File: config.mk
export PLATFORM = sky130hd
export DESIGN_NAME = uart_idle_line
export DESIGN_NICKNAME = d
export VERILOG_FILES = /design/src/inc/uart_pkg.sv /design/src/verilog/uart_idle_line.sv
export SDC_FILE = /design/constraint.sdc
export NUM_CORES = 1
export LEC_CHECK = 0
export BUFFER_PORTS_ARGS = -buffer_cell sky130_fd_sc_hd__clkbuf_2
export CAP_MARGIN = 20
export CORE_UTILIZATION = 55
export CTS_CLUSTER_DIAMETER = 200
export DETAILED_ROUTE_END_ITERATION = 10
export PLACE_DENSITY = 0.73
export SLEW_MARGIN = 5
export SYNTH_ARGS = -nofsm -noshare
export SYNTH_HDL_FRONTEND = slang
export SYNTH_SLANG_ARGS = --single-unit
File: constraint.sdc
create_clock -name mclk -period 5.3 [get_ports mclk]
set_clock_uncertainty 0.15 [all_clocks]
set_input_delay 0.795 -clock mclk [delete_from_list [all_inputs] [get_ports mclk]]
set_output_delay 0.795 -clock mclk [all_outputs]
set_load 0.05 [all_outputs]
File: src/inc/uart_pkg.sv
// Shared constants for the idle-line multiprocessor UART block.
package uart_pkg;

  localparam int AW = 3;
  localparam int DW = 16;

  // Register indices on the plain register port.
  localparam logic [AW-1:0] REG_CTRL  = 3'h0;
  localparam logic [AW-1:0] REG_ENAB  = 3'h1;
  localparam logic [AW-1:0] REG_STAT  = 3'h2;
  localparam logic [AW-1:0] REG_BAUD  = 3'h3;
  localparam logic [AW-1:0] REG_TXBUF = 3'h4;
  localparam logic [AW-1:0] REG_RXBUF = 3'h5;

  // Control register fields.
  localparam int C_SRST = 0;
  localparam int C_CH8  = 1;
  localparam int C_PEN  = 2;
  localparam int C_PODD = 3;
  localparam int C_SP2  = 4;
  localparam int C_MM   = 5;
  localparam int C_SYNC = 6;
  localparam int C_WFLT = 7;

  // Enable register fields.
  localparam int E_RXE  = 0;
  localparam int E_TXE  = 1;
  localparam int E_RXIE = 2;
  localparam int E_TXIE = 3;

  // Status register fields.
  localparam int S_RXF  = 0;
  localparam int S_TXR  = 1;
  localparam int S_EMP  = 2;
  localparam int S_RTAG = 3;
  localparam int S_TREQ = 4;
  localparam int S_ERR  = 5;
  localparam int S_FE   = 6;
  localparam int S_PE   = 7;
  localparam int S_OE   = 8;
  localparam int S_BRK  = 9;

  // Reset values and bit counts.
  localparam logic [15:0] BAUD_RESET    = 16'h0010;
  localparam logic [3:0]  IDLE_MARKS    = 4'hA;
  localparam logic [3:0]  TX_IDLE_BITS  = 4'hB;
  localparam logic [3:0]  BITS_LONG     = 4'h8;
  localparam logic [3:0]  BITS_SHORT    = 4'h7;

endpackage

File: src/verilog/uart_idle_line.sv
// UART core with idle-line and address-bit multiprocessor formats.
//
// Our own choices: the register addresses and the plain strobed port.
`timescale 1ns/1ps
// How it works
// - UART runs only while clocked-mode select clear.
// - Start, 7/8 data, address, parity, stop bits.
// - Data shifted and sampled LSB first.
// - Transmitter and receiver share one baud divisor.
// - Power-up clear sets soft reset bit.
// - Soft reset clears flags, sets ready/empty.
// - Rx/tx enable bits survive soft reset; irq enables clear.
// - Clearing soft reset starts normal operation.
// - Format select zero picks idle-line format.
// - Ten marks after first stop mean idle.
// - Second stop bit counts as first mark.
// - First character after idle tags address.
// - Wake filter drops non-address characters silently.
// - Wake filter still delivers address characters.
// - Hardware never changes the wake filter bit.
// - Load copies address request to latch, clears.
// - Set latch sends exactly eleven idle bits.
// - Dummy character never reaches the pin.
// - Next character follows the idle period directly.
// - Start edge raises a wake pulse.
// - Format select one picks address-bit format.
module uart_idle_line
  import uart_pkg::*;
(
  input  wire  logic                 mclk,                   // System clock, 50 MHz.
  input  wire  logic                 reset_n,                // Synchronous reset, active low.
  input  wire  logic                 ce,                     // Clock enable, freezes all state.
  input  wire  logic [uart_pkg::AW-1:0] addr,                // Register index.
  input  wire  logic [uart_pkg::DW-1:0] wdata,               // Write data.
  input  wire  logic                 wr_stb,                 // Write strobe.
  input  wire  logic                 rd_stb,                 // Read strobe.
  output logic [uart_pkg::DW-1:0]    rdata,                  // Read data, one cycle later.
  input  wire  logic                 serial_in_pin,          // Receive line.
  output logic                       serial_out_pin,         // Transmit line.
  output logic                       receive_irq_flag,       // Character waiting.
  output logic                       transmit_ready_flag,    // Transmit buffer free.
  output logic                       start_wake              // Low line in idle; one pulse if receiver enabled, else held.
);
  import uart_pkg::*;

  typedef enum logic [2:0] {R_IDLE, R_START, R_DATA, R_ADDR, R_PAR, R_STOP} rx_state_t;
  typedef enum logic [2:0] {T_IDLE, T_START, T_DATA, T_ADDR, T_PAR, T_STOP, T_MARK} tx_state_t;

  // ****************************************************************
  // Register state
  // ****************************************************************
  logic [7:0]    ctrl, next_ctrl;
  logic [3:0]    enab, next_enab;
  logic [15:0]   baud_div, next_baud_div;
  logic [7:0]    transmit_buffer, next_transmit_buffer;
  logic [7:0]    receive_buffer, next_receive_buffer;
  logic          next_receive_irq_flag, next_transmit_ready_flag;
  logic          transmitter_empty_flag, next_transmitter_empty_flag;
  logic          received_address_tag, next_received_address_tag;
  logic          transmit_address_request, next_transmit_address_request;
  logic          framing_error_flag, next_framing_error_flag;
  logic          parity_error_flag, next_parity_error_flag;
  logic          overrun_flag, next_overrun_flag;
  logic          break_flag, next_break_flag;
  logic [DW-1:0] next_rdata;

  // Events from the serial engines.
  logic          rx_done, rx_is_addr, rx_ferr, rx_perr, rx_brk;
  logic [7:0]    rx_word;
  logic          tx_load, tx_idle_now;

  logic          active, receive_error_summary, deliver;

  // The engines only run with soft reset released and the serial mode selected.
  assign active = !ctrl[C_SRST] && !ctrl[C_SYNC];
  assign receive_error_summary = framing_error_flag | parity_error_flag | overrun_flag |
                                 break_flag;
  // With the wake filter set only address characters reach the buffer.
  assign deliver = rx_done && (!ctrl[C_WFLT] || rx_is_addr);

  // Register writes, reads and flag updates; hardware sets win over software clears.
  always_comb
  begin
    next_ctrl                     = ctrl;
    next_enab                     = enab;
    next_baud_div                 = baud_div;
    next_transmit_buffer          = transmit_buffer;
    next_receive_buffer           = receive_buffer;
    next_receive_irq_flag         = receive_irq_flag;
    next_transmit_ready_flag      = transmit_ready_flag;
    next_received_address_tag     = received_address_tag;
    next_transmit_address_request = transmit_address_request;
    next_framing_error_flag       = framing_error_flag;
    next_parity_error_flag        = parity_error_flag;
    next_overrun_flag             = overrun_flag;
    next_break_flag               = break_flag;
    next_rdata                    = '0;
    // Load moves the request to the latch; a same-cycle set wins.
    if (tx_load)
    begin
      next_transmit_ready_flag      = 1'b1;
      next_transmit_address_request = 1'b0;
    end
    if (wr_stb)
    begin
      case (addr)
        REG_CTRL:  next_ctrl = wdata[7:0];           // Wake filter changes only here.
        REG_ENAB:  next_enab = wdata[3:0];
        REG_BAUD:  next_baud_div = wdata;             // One divisor for both directions.
        REG_TXBUF:
        begin
          if (transmit_ready_flag)
          begin
            next_transmit_buffer     = wdata[7:0];
            next_transmit_ready_flag = 1'b0;
          end
        end
        REG_STAT:
        begin
          if (wdata[S_RXF]) next_receive_irq_flag = 1'b0;
          if (wdata[S_FE])  next_framing_error_flag = 1'b0;
          if (wdata[S_PE])  next_parity_error_flag = 1'b0;
          if (wdata[S_OE])  next_overrun_flag = 1'b0;
          if (wdata[S_BRK]) next_break_flag = 1'b0;
          if (wdata[S_TREQ]) next_transmit_address_request = 1'b1;
        end
        default: ;
      endcase
    end
    if (rd_stb)
    begin
      case (addr)
        REG_CTRL:  next_rdata = {8'h00, ctrl};
        REG_ENAB:  next_rdata = {12'h000, enab};
        REG_BAUD:  next_rdata = baud_div;
        REG_TXBUF: next_rdata = {8'h00, transmit_buffer};
        REG_RXBUF:
        begin
          next_rdata              = {8'h00, receive_buffer};
          next_receive_irq_flag   = 1'b0;
          next_framing_error_flag = 1'b0;
          next_parity_error_flag  = 1'b0;
          next_overrun_flag       = 1'b0;
          next_break_flag         = 1'b0;
        end
        REG_STAT:
        begin
          next_rdata = '0;
          next_rdata[S_RXF]  = receive_irq_flag;
          next_rdata[S_TXR]  = transmit_ready_flag;
          next_rdata[S_EMP]  = transmitter_empty_flag;
          next_rdata[S_RTAG] = received_address_tag;
          next_rdata[S_TREQ] = transmit_address_request;
          next_rdata[S_ERR]  = receive_error_summary;
          next_rdata[S_FE]   = framing_error_flag;
          next_rdata[S_PE]   = parity_error_flag;
          next_rdata[S_OE]   = overrun_flag;
          next_rdata[S_BRK]  = break_flag;
        end
        default:   next_rdata = '0;
      endcase
    end
    if (deliver)
    begin
      if (receive_irq_flag && !(rd_stb && addr == REG_RXBUF))
        next_overrun_flag = 1'b1;
      next_receive_buffer       = rx_word;
      next_receive_irq_flag     = 1'b1;
      next_received_address_tag = rx_is_addr;     // Address tag follows the buffer.
      if (rx_ferr) next_framing_error_flag = 1'b1; // Errors still flag on address.
      if (rx_perr) next_parity_error_flag = 1'b1;
      if (rx_brk)  next_break_flag = 1'b1;
    end
    next_transmitter_empty_flag = tx_idle_now && next_transmit_ready_flag;
    // Soft reset forces the flags and clears the irq enables, leaving the rx/tx enables alone.
    if (next_ctrl[C_SRST])
    begin
      next_enab[E_RXIE]             = 1'b0;
      next_enab[E_TXIE]             = 1'b0;
      next_receive_irq_flag         = 1'b0;
      next_received_address_tag     = 1'b0;
      next_transmit_address_request = 1'b0;
      next_framing_error_flag       = 1'b0;
      next_parity_error_flag        = 1'b0;
      next_overrun_flag             = 1'b0;
      next_break_flag               = 1'b0;
      next_transmit_ready_flag      = 1'b1;
      next_transmitter_empty_flag   = 1'b1;
    end
  end

  // Power-up clear leaves the block held in soft reset.
  always_ff @(posedge mclk)
  begin
    if (!reset_n)
    begin
      ctrl                     <= 8'h01;
      enab                     <= '0;
      baud_div                 <= BAUD_RESET;
      transmit_buffer          <= '0;
      receive_buffer           <= '0;
      receive_irq_flag         <= 1'b0;
      transmit_ready_flag      <= 1'b1;
      transmitter_empty_flag   <= 1'b1;
      received_address_tag     <= 1'b0;
      transmit_address_request <= 1'b0;
      framing_error_flag       <= 1'b0;
      parity_error_flag        <= 1'b0;
      overrun_flag             <= 1'b0;
      break_flag               <= 1'b0;
      rdata                    <= '0;
    end
    else if (ce)
    begin
      ctrl                     <= next_ctrl;
      enab                     <= next_enab;
      baud_div                 <= next_baud_div;
      transmit_buffer          <= next_transmit_buffer;
      receive_buffer           <= next_receive_buffer;
      receive_irq_flag         <= next_receive_irq_flag;
      transmit_ready_flag      <= next_transmit_ready_flag;
      transmitter_empty_flag   <= next_transmitter_empty_flag;
      received_address_tag     <= next_received_address_tag;
      transmit_address_request <= next_transmit_address_request;
      framing_error_flag       <= next_framing_error_flag;
      parity_error_flag        <= next_parity_error_flag;
      overrun_flag             <= next_overrun_flag;
      break_flag               <= next_break_flag;
      rdata                    <= next_rdata;
    end
  end

  // ****************************************************************
  // Receiver
  // ****************************************************************
  rx_state_t   rx_state, next_rx_state;
  logic [15:0] rx_cnt, next_rx_cnt;
  logic [3:0]  rx_bit, next_rx_bit, mark_cnt, next_mark_cnt;
  logic [7:0]  rx_shift, next_rx_shift;
  logic        rx_addr, next_rx_addr, rx_par, next_rx_par;
  logic        idle_seen, next_idle_seen, next_start_wake;
  logic [3:0]  nbits;

  assign nbits   = ctrl[C_CH8] ? BITS_LONG : BITS_SHORT;
  assign rx_word = ctrl[C_CH8] ? rx_shift : {1'b0, rx_shift[7:1]};
  // The address bit takes part in the parity sum.
  assign rx_perr = ctrl[C_PEN] &&
                   (rx_par != (^rx_word ^ (ctrl[C_MM] & rx_addr) ^ ctrl[C_PODD]));
  assign rx_ferr = !serial_in_pin;                      // Stop bit must be mark.
  assign rx_brk  = !serial_in_pin && rx_word == 8'h00 && !rx_addr;
  // Idle-line mode tags by idle; address-bit mode by the extra bit.
  assign rx_is_addr = ctrl[C_MM] ? rx_addr : idle_seen;

  // Bit sampler; the timer reloads from the shared divisor each bit.
  always_comb
  begin
    next_rx_state  = rx_state;
    next_rx_cnt    = (rx_cnt == '0) ? baud_div - 16'h0001 : rx_cnt - 16'h0001;
    next_rx_bit    = rx_bit;
    next_rx_shift  = rx_shift;
    next_rx_addr   = rx_addr;
    next_rx_par    = rx_par;
    next_mark_cnt  = mark_cnt;
    next_idle_seen = idle_seen;
    next_start_wake = 1'b0;
    rx_done        = 1'b0;
    case (rx_state)
      R_IDLE:
      begin
        if (!serial_in_pin)
        begin
          next_start_wake = 1'b1;                      // Start edge detect.
          next_mark_cnt   = '0;
          if (enab[E_RXE])
          begin
            next_rx_state = R_START;
            next_rx_cnt   = {1'b0, baud_div[15:1]} - 16'h0001;
          end
        end
        else if (rx_cnt == '0)
        begin
          // The second stop bit, if any, lands here as the first mark.
          if (mark_cnt != IDLE_MARKS)
            next_mark_cnt = mark_cnt + 4'h1;
          if (mark_cnt + 4'h1 >= IDLE_MARKS)
            next_idle_seen = 1'b1;
        end
      end
      R_START:
      begin
        if (rx_cnt == '0)
        begin
          next_rx_state = serial_in_pin ? R_IDLE : R_DATA;
          next_rx_bit   = '0;
        end
      end
      R_DATA:
      begin
        if (rx_cnt == '0)
        begin
          next_rx_shift = {serial_in_pin, rx_shift[7:1]};  // LSB arrives first.
          next_rx_bit   = rx_bit + 4'h1;
          if (rx_bit == nbits - 4'h1)
            next_rx_state = ctrl[C_MM] ? R_ADDR : (ctrl[C_PEN] ? R_PAR : R_STOP);
        end
      end
      R_ADDR:
      begin
        if (rx_cnt == '0)
        begin
          next_rx_addr  = serial_in_pin;
          next_rx_state = ctrl[C_PEN] ? R_PAR : R_STOP;
        end
      end
      R_PAR:
      begin
        if (rx_cnt == '0)
        begin
          next_rx_par   = serial_in_pin;
          next_rx_state = R_STOP;
        end
      end
      R_STOP:
      begin
        if (rx_cnt == '0)
        begin
          rx_done        = 1'b1;
          next_rx_state  = R_IDLE;
          next_mark_cnt  = '0;
          next_idle_seen = 1'b0;
        end
      end
      default: next_rx_state = R_IDLE;
    endcase
    if (!active)
    begin
      next_rx_state = R_IDLE;
      rx_done       = 1'b0;
    end
  end

  always_ff @(posedge mclk)
  begin
    if (!reset_n)
    begin
      rx_state   <= R_IDLE;
      rx_cnt     <= '0;
      rx_bit     <= '0;
      rx_shift   <= '0;
      rx_addr    <= 1'b0;
      rx_par     <= 1'b0;
      mark_cnt   <= '0;
      idle_seen  <= 1'b1;
      start_wake <= 1'b0;
    end
    else if (ce)
    begin
      rx_state   <= next_rx_state;
      rx_cnt     <= next_rx_cnt;
      rx_bit     <= next_rx_bit;
      rx_shift   <= next_rx_shift;
      rx_addr    <= next_rx_addr;
      rx_par     <= next_rx_par;
      mark_cnt   <= next_mark_cnt;
      idle_seen  <= next_idle_seen;
      start_wake <= next_start_wake;
    end
  end

  // ****************************************************************
  // Transmitter
  // ****************************************************************
  tx_state_t   tx_state, next_tx_state;
  logic [15:0] tx_cnt, next_tx_cnt;
  logic [3:0]  tx_bit, next_tx_bit;
  logic [7:0]  tx_shift, next_tx_shift;
  logic        wake_temp_latch, next_wut, tx_par, next_tx_par, next_serial_out;
  logic        tx_tick;

  assign tx_idle_now = tx_state == T_IDLE;
  assign tx_load     = tx_idle_now && active && enab[E_TXE] && !transmit_ready_flag;
  assign tx_tick     = tx_cnt == '0;

  // Frame sequencer; the line level is registered from the next state.
  always_comb
  begin
    next_tx_state   = tx_state;
    next_tx_cnt     = tx_tick ? baud_div - 16'h0001 : tx_cnt - 16'h0001;
    next_tx_bit     = tx_bit;
    next_tx_shift   = tx_shift;
    next_wut        = wake_temp_latch;
    next_tx_par     = tx_par;
    next_serial_out = serial_out_pin;
    case (tx_state)
      T_IDLE:
      begin
        next_serial_out = 1'b1;                          // Idle line is mark.
        if (tx_load)
        begin
          next_wut      = transmit_address_request;
          next_tx_shift = transmit_buffer;
          next_tx_par   = ^transmit_buffer ^ (ctrl[C_MM] & transmit_address_request) ^
                          ctrl[C_PODD];
          next_tx_cnt   = baud_div - 16'h0001;
          if (transmit_address_request && !ctrl[C_MM])
          begin
            // Dummy is dropped; a prior second stop bit counts toward the eleven.
            next_tx_state = T_MARK;
            next_tx_cnt   = baud_div - 16'h0002; // Load cycle is idle too.
            next_tx_bit   = ctrl[C_SP2] ? TX_IDLE_BITS - 4'h1 : TX_IDLE_BITS;
          end
          else
          begin
            next_tx_state   = T_START;
            next_serial_out = 1'b0;                      // Start bit is space.
          end
        end
      end
      T_START:
      begin
        if (tx_tick)
        begin
          next_tx_state   = T_DATA;
          next_tx_bit     = '0;
          next_serial_out = tx_shift[0];                 // LSB leaves first.
        end
      end
      T_DATA:
      begin
        if (tx_tick)
        begin
          next_tx_shift   = {1'b0, tx_shift[7:1]};
          next_tx_bit     = tx_bit + 4'h1;
          next_serial_out = tx_shift[1];
          if (tx_bit == nbits - 4'h1)
          begin
            next_tx_bit = '0;
            if (ctrl[C_MM])
            begin
              next_tx_state   = T_ADDR;
              next_serial_out = wake_temp_latch;                     // Address bit from the latch.
            end
            else if (ctrl[C_PEN])
            begin
              next_tx_state   = T_PAR;
              next_serial_out = tx_par;
            end
            else
            begin
              next_tx_state   = T_STOP;
              next_serial_out = 1'b1;
            end
          end
        end
      end
      T_ADDR:
      begin
        if (tx_tick)
        begin
          next_tx_state   = ctrl[C_PEN] ? T_PAR : T_STOP;
          next_serial_out = ctrl[C_PEN] ? tx_par : 1'b1;
        end
      end
      T_PAR:
      begin
        if (tx_tick)
        begin
          next_tx_state   = T_STOP;
          next_serial_out = 1'b1;
        end
      end
      T_STOP:
      begin
        if (tx_tick)
        begin
          next_tx_bit = tx_bit + 4'h1;
          if (!ctrl[C_SP2] || tx_bit != '0)
            next_tx_state = T_IDLE;
        end
      end
      T_MARK:
      begin
        next_serial_out = 1'b1;
        if (tx_tick)
        begin
          next_tx_bit = tx_bit - 4'h1;
          if (tx_bit == 4'h1)
            next_tx_state = T_IDLE;                      // Next load follows at once.
        end
      end
      default: next_tx_state = T_IDLE;
    endcase
    if (!active)
    begin
      next_tx_state   = T_IDLE;
      next_serial_out = 1'b1;
    end
  end

  always_ff @(posedge mclk)
  begin
    if (!reset_n)
    begin
      tx_state       <= T_IDLE;
      tx_cnt         <= '0;
      tx_bit         <= '0;
      tx_shift       <= '0;
      wake_temp_latch            <= 1'b0;
      tx_par         <= 1'b0;
      serial_out_pin <= 1'b1;
    end
    else if (ce)
    begin
      tx_state       <= next_tx_state;
      tx_cnt         <= next_tx_cnt;
      tx_bit         <= next_tx_bit;
      tx_shift       <= next_tx_shift;
      wake_temp_latch            <= next_wut;
      tx_par         <= next_tx_par;
      serial_out_pin <= next_serial_out;
    end
  end

endmodule // uart_idle_line

==> run metrics, run 1 <==
# clock sinks=roughly 140; IO Count=45; Routed Antenna Nets=0; post-CTS resize count=0; CTS root buffer=clkbuf_16; die width=roughly 130 um; final net count=between 1000 and 1500; FF-to-FF setup slack=1970 ps; Post-Syn Area=about 8700 um2; Tot Pwr=around 3000 uW; Slew Viols, Final=0; number of DRC markers in iteration 0=approximately 870; Seq cells post-synth=roughly 140; P&R area growth vs syn=8.674%; GP Congestion=~0.94; vias post-DR=8359; initial antenna violation count=0; register area share after synthesis=between 30% and 40%; detailed placer's ending HPWL=roughly 18 mm; worst skew pair latency=430 ps; Max FO, Critical Path=27; r2r endpoint=tx_shift[6]; r2r worst-path depth=8; Hold Crit Depth=2; Post-CTS Hold Fix Bufs=0; die height=roughly 130 um; Clock Tree Buf Depth=2; overall routing resource usage=approximately a third; ys flop type=dfxtp_1; Synth cell types=74; cells after synthesis=about 1100; CP Launch Point=tx_cnt[0]; final setup TNS=0 ps; Power Density=roughly 310 nW/um2; initial core utilization=56.80%; Clock transition at path regs=approximately 60 ps; required time of the critical path=around 5500 ps; Fillers=between 1000 and 1500; status=completed; Leakage=about 0.0035 uW; Num CTS Buffers=17; # diodes=0; number of port buffers=44; FMAX=approximately 300 MHz; worst-margin pin slew=between 1000 and 1500 ps; drt total wl=roughly 25 mm; crit path to=tx_shift[6]; hold crit path type=register to register; share of flip-flops with an asynchronous set or reset=0%; share of cells above drive strength 1=9.982%; Ys Warns=0; RSZ-0062 raised after global routing=no; Post-synth EDFFs=0; Hold Vio Cnt, Final=0; Routed WL per cell=18.65 um; core area=~15000 um2; fin crit share=62.87%; reg-to-reg startpoint=tx_cnt[0]; vias in the first global route=~7700; Slew headroom=about a quarter; # Post-CTS Setup Buffers=0; Mean Syn Cell Area=7.670 um2; die area=between 15000 and 20000 um2; row count=45; Worst Path Arrival=roughly 3500 ps; Syn Nets=1178; critical path class=register to register; TritonCTS clock tree=built; DRC viols=0; largest net degree at the start of global routing=92; Final min period=around 3300 ps; commonest non-fill, non-tap cells in the layout=nand2_1 (147), dfxtp_1 (142), nor2_1 (120), a21oi_1 (99), o21ai_0 (65); CTS H-Tree Depth=4; Overflow after GRT=0; first-pass GRT wire length=~40 mm; Setup crit end kind=register; most common cell after layout, fill and taps aside=nand2_1; # setup viols final=0; startpoint class of the critical path=register; max cap viols=0; Max IR drop VDD=0.0002759 V; DR pass1 iterations=5; Via-to-Cell Ratio=roughly 6.2
## how the worst min path moves through the flow
stage / from / slack (ps) / endpoint
floorplan: rx_shift[0] / 280 / rx_shift[0]
global placement: rx_shift[0] / 290 / rx_shift[0]
detailed placement: tx_par / 300 / tx_par
CTS: tx_par / 300 / tx_par
global route: tx_par / 320 / tx_par
finish: tx_par / 310 / tx_par
## cell type report
cell class / instances / area [um2] / share of cell area [%]
inverter: 23 / 86.33 / 0.9133
sequential: 142 / 2843 / 30.07
clock buffer: 18 / 429.2 / 4.540
tap: 211 / 264.0 / 2.793
timing repair buffer: 49 / 257.7 / 2.727
multi-input combinational: 887 / 5441 / 57.56
clock inverter: 13 / 131.4 / 1.390
## through the flow
step	cell area, um2	utilization (%)	cells	worst slack [ps]	hold WS, ps
after floorplan	8698	-	1134	2556	281.5
after detailed placement	8892	58.06	1312	1751	295.1
after global placement	8892	58.06	1312	1766	289.6
after CTS	9453	61.72	1343	2002	301.7
final	9453	61.72	1343	1968	305.4
after global routing	9453	61.72	1343	1707	315.9
## cells by family (layout without fill, tap and decap cells)
group / count (synthesis) / in the layout / share of synthesized area [%]
adders and majority gates: 19 / 19 / 2.733
xor gates and xnor gates: 72 / 72 / 7.250
DFF: 142 / 142 / 32.68
muxes: 56 / 56 / 6.761
AOI/OAI and AO/OA: 286 / 286 / 20.74
and+or+nand+nor: 454 / 454 / 25.07
buffers and inverters: 105 / 103 / 4.761
## Yosys cell counts (12+ instances only)
cell / number / area share, %
a21oi_1: 99 / 5.7
nor2_1: 120 / 5.2
o211ai_1: 14 / 1.2
mux2i_1: 43 / 4.9
xor2_1: 26 / 2.6
nand2_1: 147 / 6.3
nor3_1: 19 / 1.1
nor2b_1: 19 / 1.4
mux2_2: 12 / 1.6
inv_1: 23 / 0.99
xnor2_1: 46 / 4.6
a31oi_1: 13 / 0.94
clkbuf_1: 65 / 2.8
dfxtp_1: 142 / 33
nand4_1: 16 / 1.2
nand3_1: 50 / 2.9
o21ai_0: 65 / 3.7
ha_1: 19 / 2.7
## power breakdown
group	switching (uW)	leakage, uW	internal (uW)
logic	359	0.00206	248
registers	71.9	0.00115	1120
clock network	514	0.000270	655
## state kept, by name, summed over array words and instances, names as in the netlist, 3 cells and up
name / flops
enab: 4
tx_shift: 8
rx_shift: 8
transmit_buffer: 8
rdata: 16
receive_buffer: 8
tx_bit: 4
baud_div: 16
rx_cnt: 16
ctrl: 8
rx_state: 3
tx_state: 3
rx_bit: 4
mark_cnt: 4
tx_cnt: 16
## per-layer routing
metal | vias up | GRT usage (%) | share of wire (%)
met1 | 3908 | 43.61 | 45
met5 | - | 0 | 0
li1 | 4025 | - | -
met3 | 57 | 5.843 | 8.1
met2 | 369 | 48.24 | 45
met4 | 0 | 12.60 | 2.5
## worst max-delay path: stages (launching register included)
cell	delay, ps
dfxtp_1	340
inv_1	90
ha_1	140
or4b_2	570
or4_1	850
o21ai_1	250
and2_1	490
nor2_1	80
a311oi_1	260
Power figures use the tool's default switching activity.
==> run 2, diff against run 1 <==
- ABC_AREA: not set -> 1
- PLACE_DENSITY: 0.73 -> 0.76
- clock period: 5.3 -> 2.8 ns (I/O delays scaled with it)
==> run metrics, run 2 <==
final setup TNS=0 ps; met1 wire length=11.70 mm; cells after synthesis=about 1500; initial antenna violation count=0; # Post-CTS Setup Buffers=0; Overflow after GRT=0; GP Congestion=0.9794; Post-Syn Area=9179 um2; vias post-DR=approximately 10000; r2r worst-path depth=13; Setup crit end kind=register; Power Density=~600 nW/um2; ys flop type=dfxtp_1; Synth cell types=50; Final min period=about 2300 ps; P_sw=approximately 2000 uW; Slew headroom=between 50 and 60%; worst-margin pin slew=631.0 ps; die width=between 100 and 150 um; DP Area=about 9500 um2; CTS root buffer=clkbuf_16; vias in the first global route=between 9000 and 10000; first-pass GRT wire length=46.24 mm; routed wl met3=2.423 mm; # setup viols final=0; number of DRC markers in iteration 0=approximately 1000; FMAX=about 430 MHz; final instance area=~10000 um2; startpoint class of the critical path=register; DRC viols=0; Top Layer Used=met4; Routed Antenna Nets=0; # clock sinks=~140; max cap viols=0; Seq cells post-synth=between 100 and 150; IO Count=45; commonest cells in the netlist=nand2_1 (392), nor2_1 (154), dfxtp_1 (142); commonest non-fill, non-tap cells in the layout=nand2_1 (392), nor2_1 (154), dfxtp_1 (142), inv_1 (137), a21oi_1 (132); Sequential Power Share=between 30% and 40%; Hold Crit Depth=3; Switching Fraction=32.43%; worst skew pair latency=approximately 430 ps; WL met2=13.16 mm; register area share after synthesis=roughly 31%; DR pass1 iterations=6; Hold Vio Cnt, Final=0; required time of the critical path=between 3000 and 4000 ps; Clock Tree Buf Depth=2; fin cells=between 1500 and 2000; synth top area cells=dfxtp_1 (31%), nand2_1 (16%), a21oi_1 (7.2%); post-CTS resize count=0; RSZ-0062 raised after global routing=no; Worst Path Arrival=2560 ps; drt total wl=between 20 and 30 mm; final net count=1523; fin crit share=between 80% and 90%; Synth top area share=between 30% and 40%; share of cells above drive strength 1=10.05%; Mean Syn Cell Area=6.326 um2; most common cell after layout, fill and taps aside=nand2_1; Ys Warns=0; placed cell count=1676; critical path class=register to register; Max IR drop VDD=~0.00051 V; TritonCTS clock tree=built; Max FO, Critical Path=18; Slew Viols, Final=0; area leader, netlist=dfxtp_1; number of port buffers=between 40 and 50; detailed placer's ending HPWL=21.14 mm; Via-to-Cell Ratio=between 5 and 6; Leakage=between 0.004 and 0.005 uW; Final WS setup=461.6 ps; # diodes=0; die height=approximately 130 um; row count=46; Routed WL per cell=16.76 um; Num CTS Buffers=17; part of the power in the clock network=between 40% and 50%; status=completed; share of flip-flops with an asynchronous set or reset=0%; Setup WS pre-CTS=around 480 ps; fin util=between 60 and 70%; Post-CTS Hold Fix Bufs=0; combinational power share=22.3%; Post-synth EDFFs=0; P&R area growth vs syn=10.84%; largest net degree at the start of global routing=83; CTS H-Tree Depth=4; core area=~16000 um2; hold crit path type=input pin to register; Power Internal=just over 4000 uW; initial core utilization=~57%; overall routing resource usage=approximately a third; top-count cell post-synth=nand2_1; Syn Nets=roughly 1500; Clock transition at path regs=~60 ps; die area=17210 um2
-- run 2: cell types whose count changed after synthesis, moves of 40 or more --
cell | before | now
inv_1 | 23 | 139
o21ai_0 | 65 | 117
clkbuf_1 | 65 | 25
nand2_1 | 147 | 392
mux2i_1 | 43 | 0
nand3_1 | 50 | 112
-- run 2: worst paths after layout --
kind                                  start                end  slack (ps)
worst max-delay path                ctrl[1]  parity_error_flag         460
worst min-delay path              wdata[13]       baud_div[13]          70
worst max register to register      ctrl[1]  parity_error_flag         460
worst min register to register  rx_shift[0]        rx_shift[0]         300
-- run 2: power by group through the flow --
stage	combinational, uW	sequential (uW)	clock [uW]
after floorplan	1010	2270	0
after global placement	1300	2290	0
after detailed placement	1320	2290	0
after CTS	1330	2250	2480
after global routing	1510	2270	2560
final	1360	2250	2470
-- run 2: metrics by stage --
stage               hold slack, ps  power [uW]
floorplan                    279.2        3278
global placement             293.3        3594
detailed placement           298.8        3609
CTS                          70.22        6053
global route                 86.28        6337
finish                       68.81        6076
-- run 2: cells by family after synthesis --
| family | Yosys count | synth area share [%] |
|---|---|---|
| buffers and inverters | 203 | 9.078 |
| AND/OR/NAND/NOR | 736 | 34.72 |
| flip-flops | 142 | 30.97 |
| XOR/XNOR | 44 | 4.198 |
| adder cells (fa/ha/maj) | 19 | 2.590 |
| AO/OA/AOI/OAI | 307 | 18.44 |
-- run 2: metal layers --
layer | vias up | GRT usage [%]
met5 | - | 0
met1 | 4520 | 41.65
met2 | 480 | 53.87
li1 | 4793 | -
met3 | 103 | 7.485
met4 | 0 | 18.69
-- run 2: worst max-delay path: stages, from the launching register on --
cell,delay (ps)
dfxtp_1,660
o21ai_0,240
ha_1,370
nand2_1,90
inv_1,40
nor2_1,110
nand2_1,80
nand3_1,90
nand2_1,60
nand2_1,50
nand3_1,100
nand2_1,80
nand2_1,40
a21oi_1,120
-- run 2: area by class of cell --
| cell class | instances | area (um2) |
|---|---|---|
| clock buffers | 21 | 450.4 |
| clock inverters | 11 | 181.4 |
| fillers | 1555 | 5942 |
| inverters | 153 | 580.6 |
| multi-input cells | 1106 | 5503 |
| flip-flops and latches | 142 | 2843 |
| well taps | 216 | 270.3 |
| repair buffers | 59 | 345.3 |
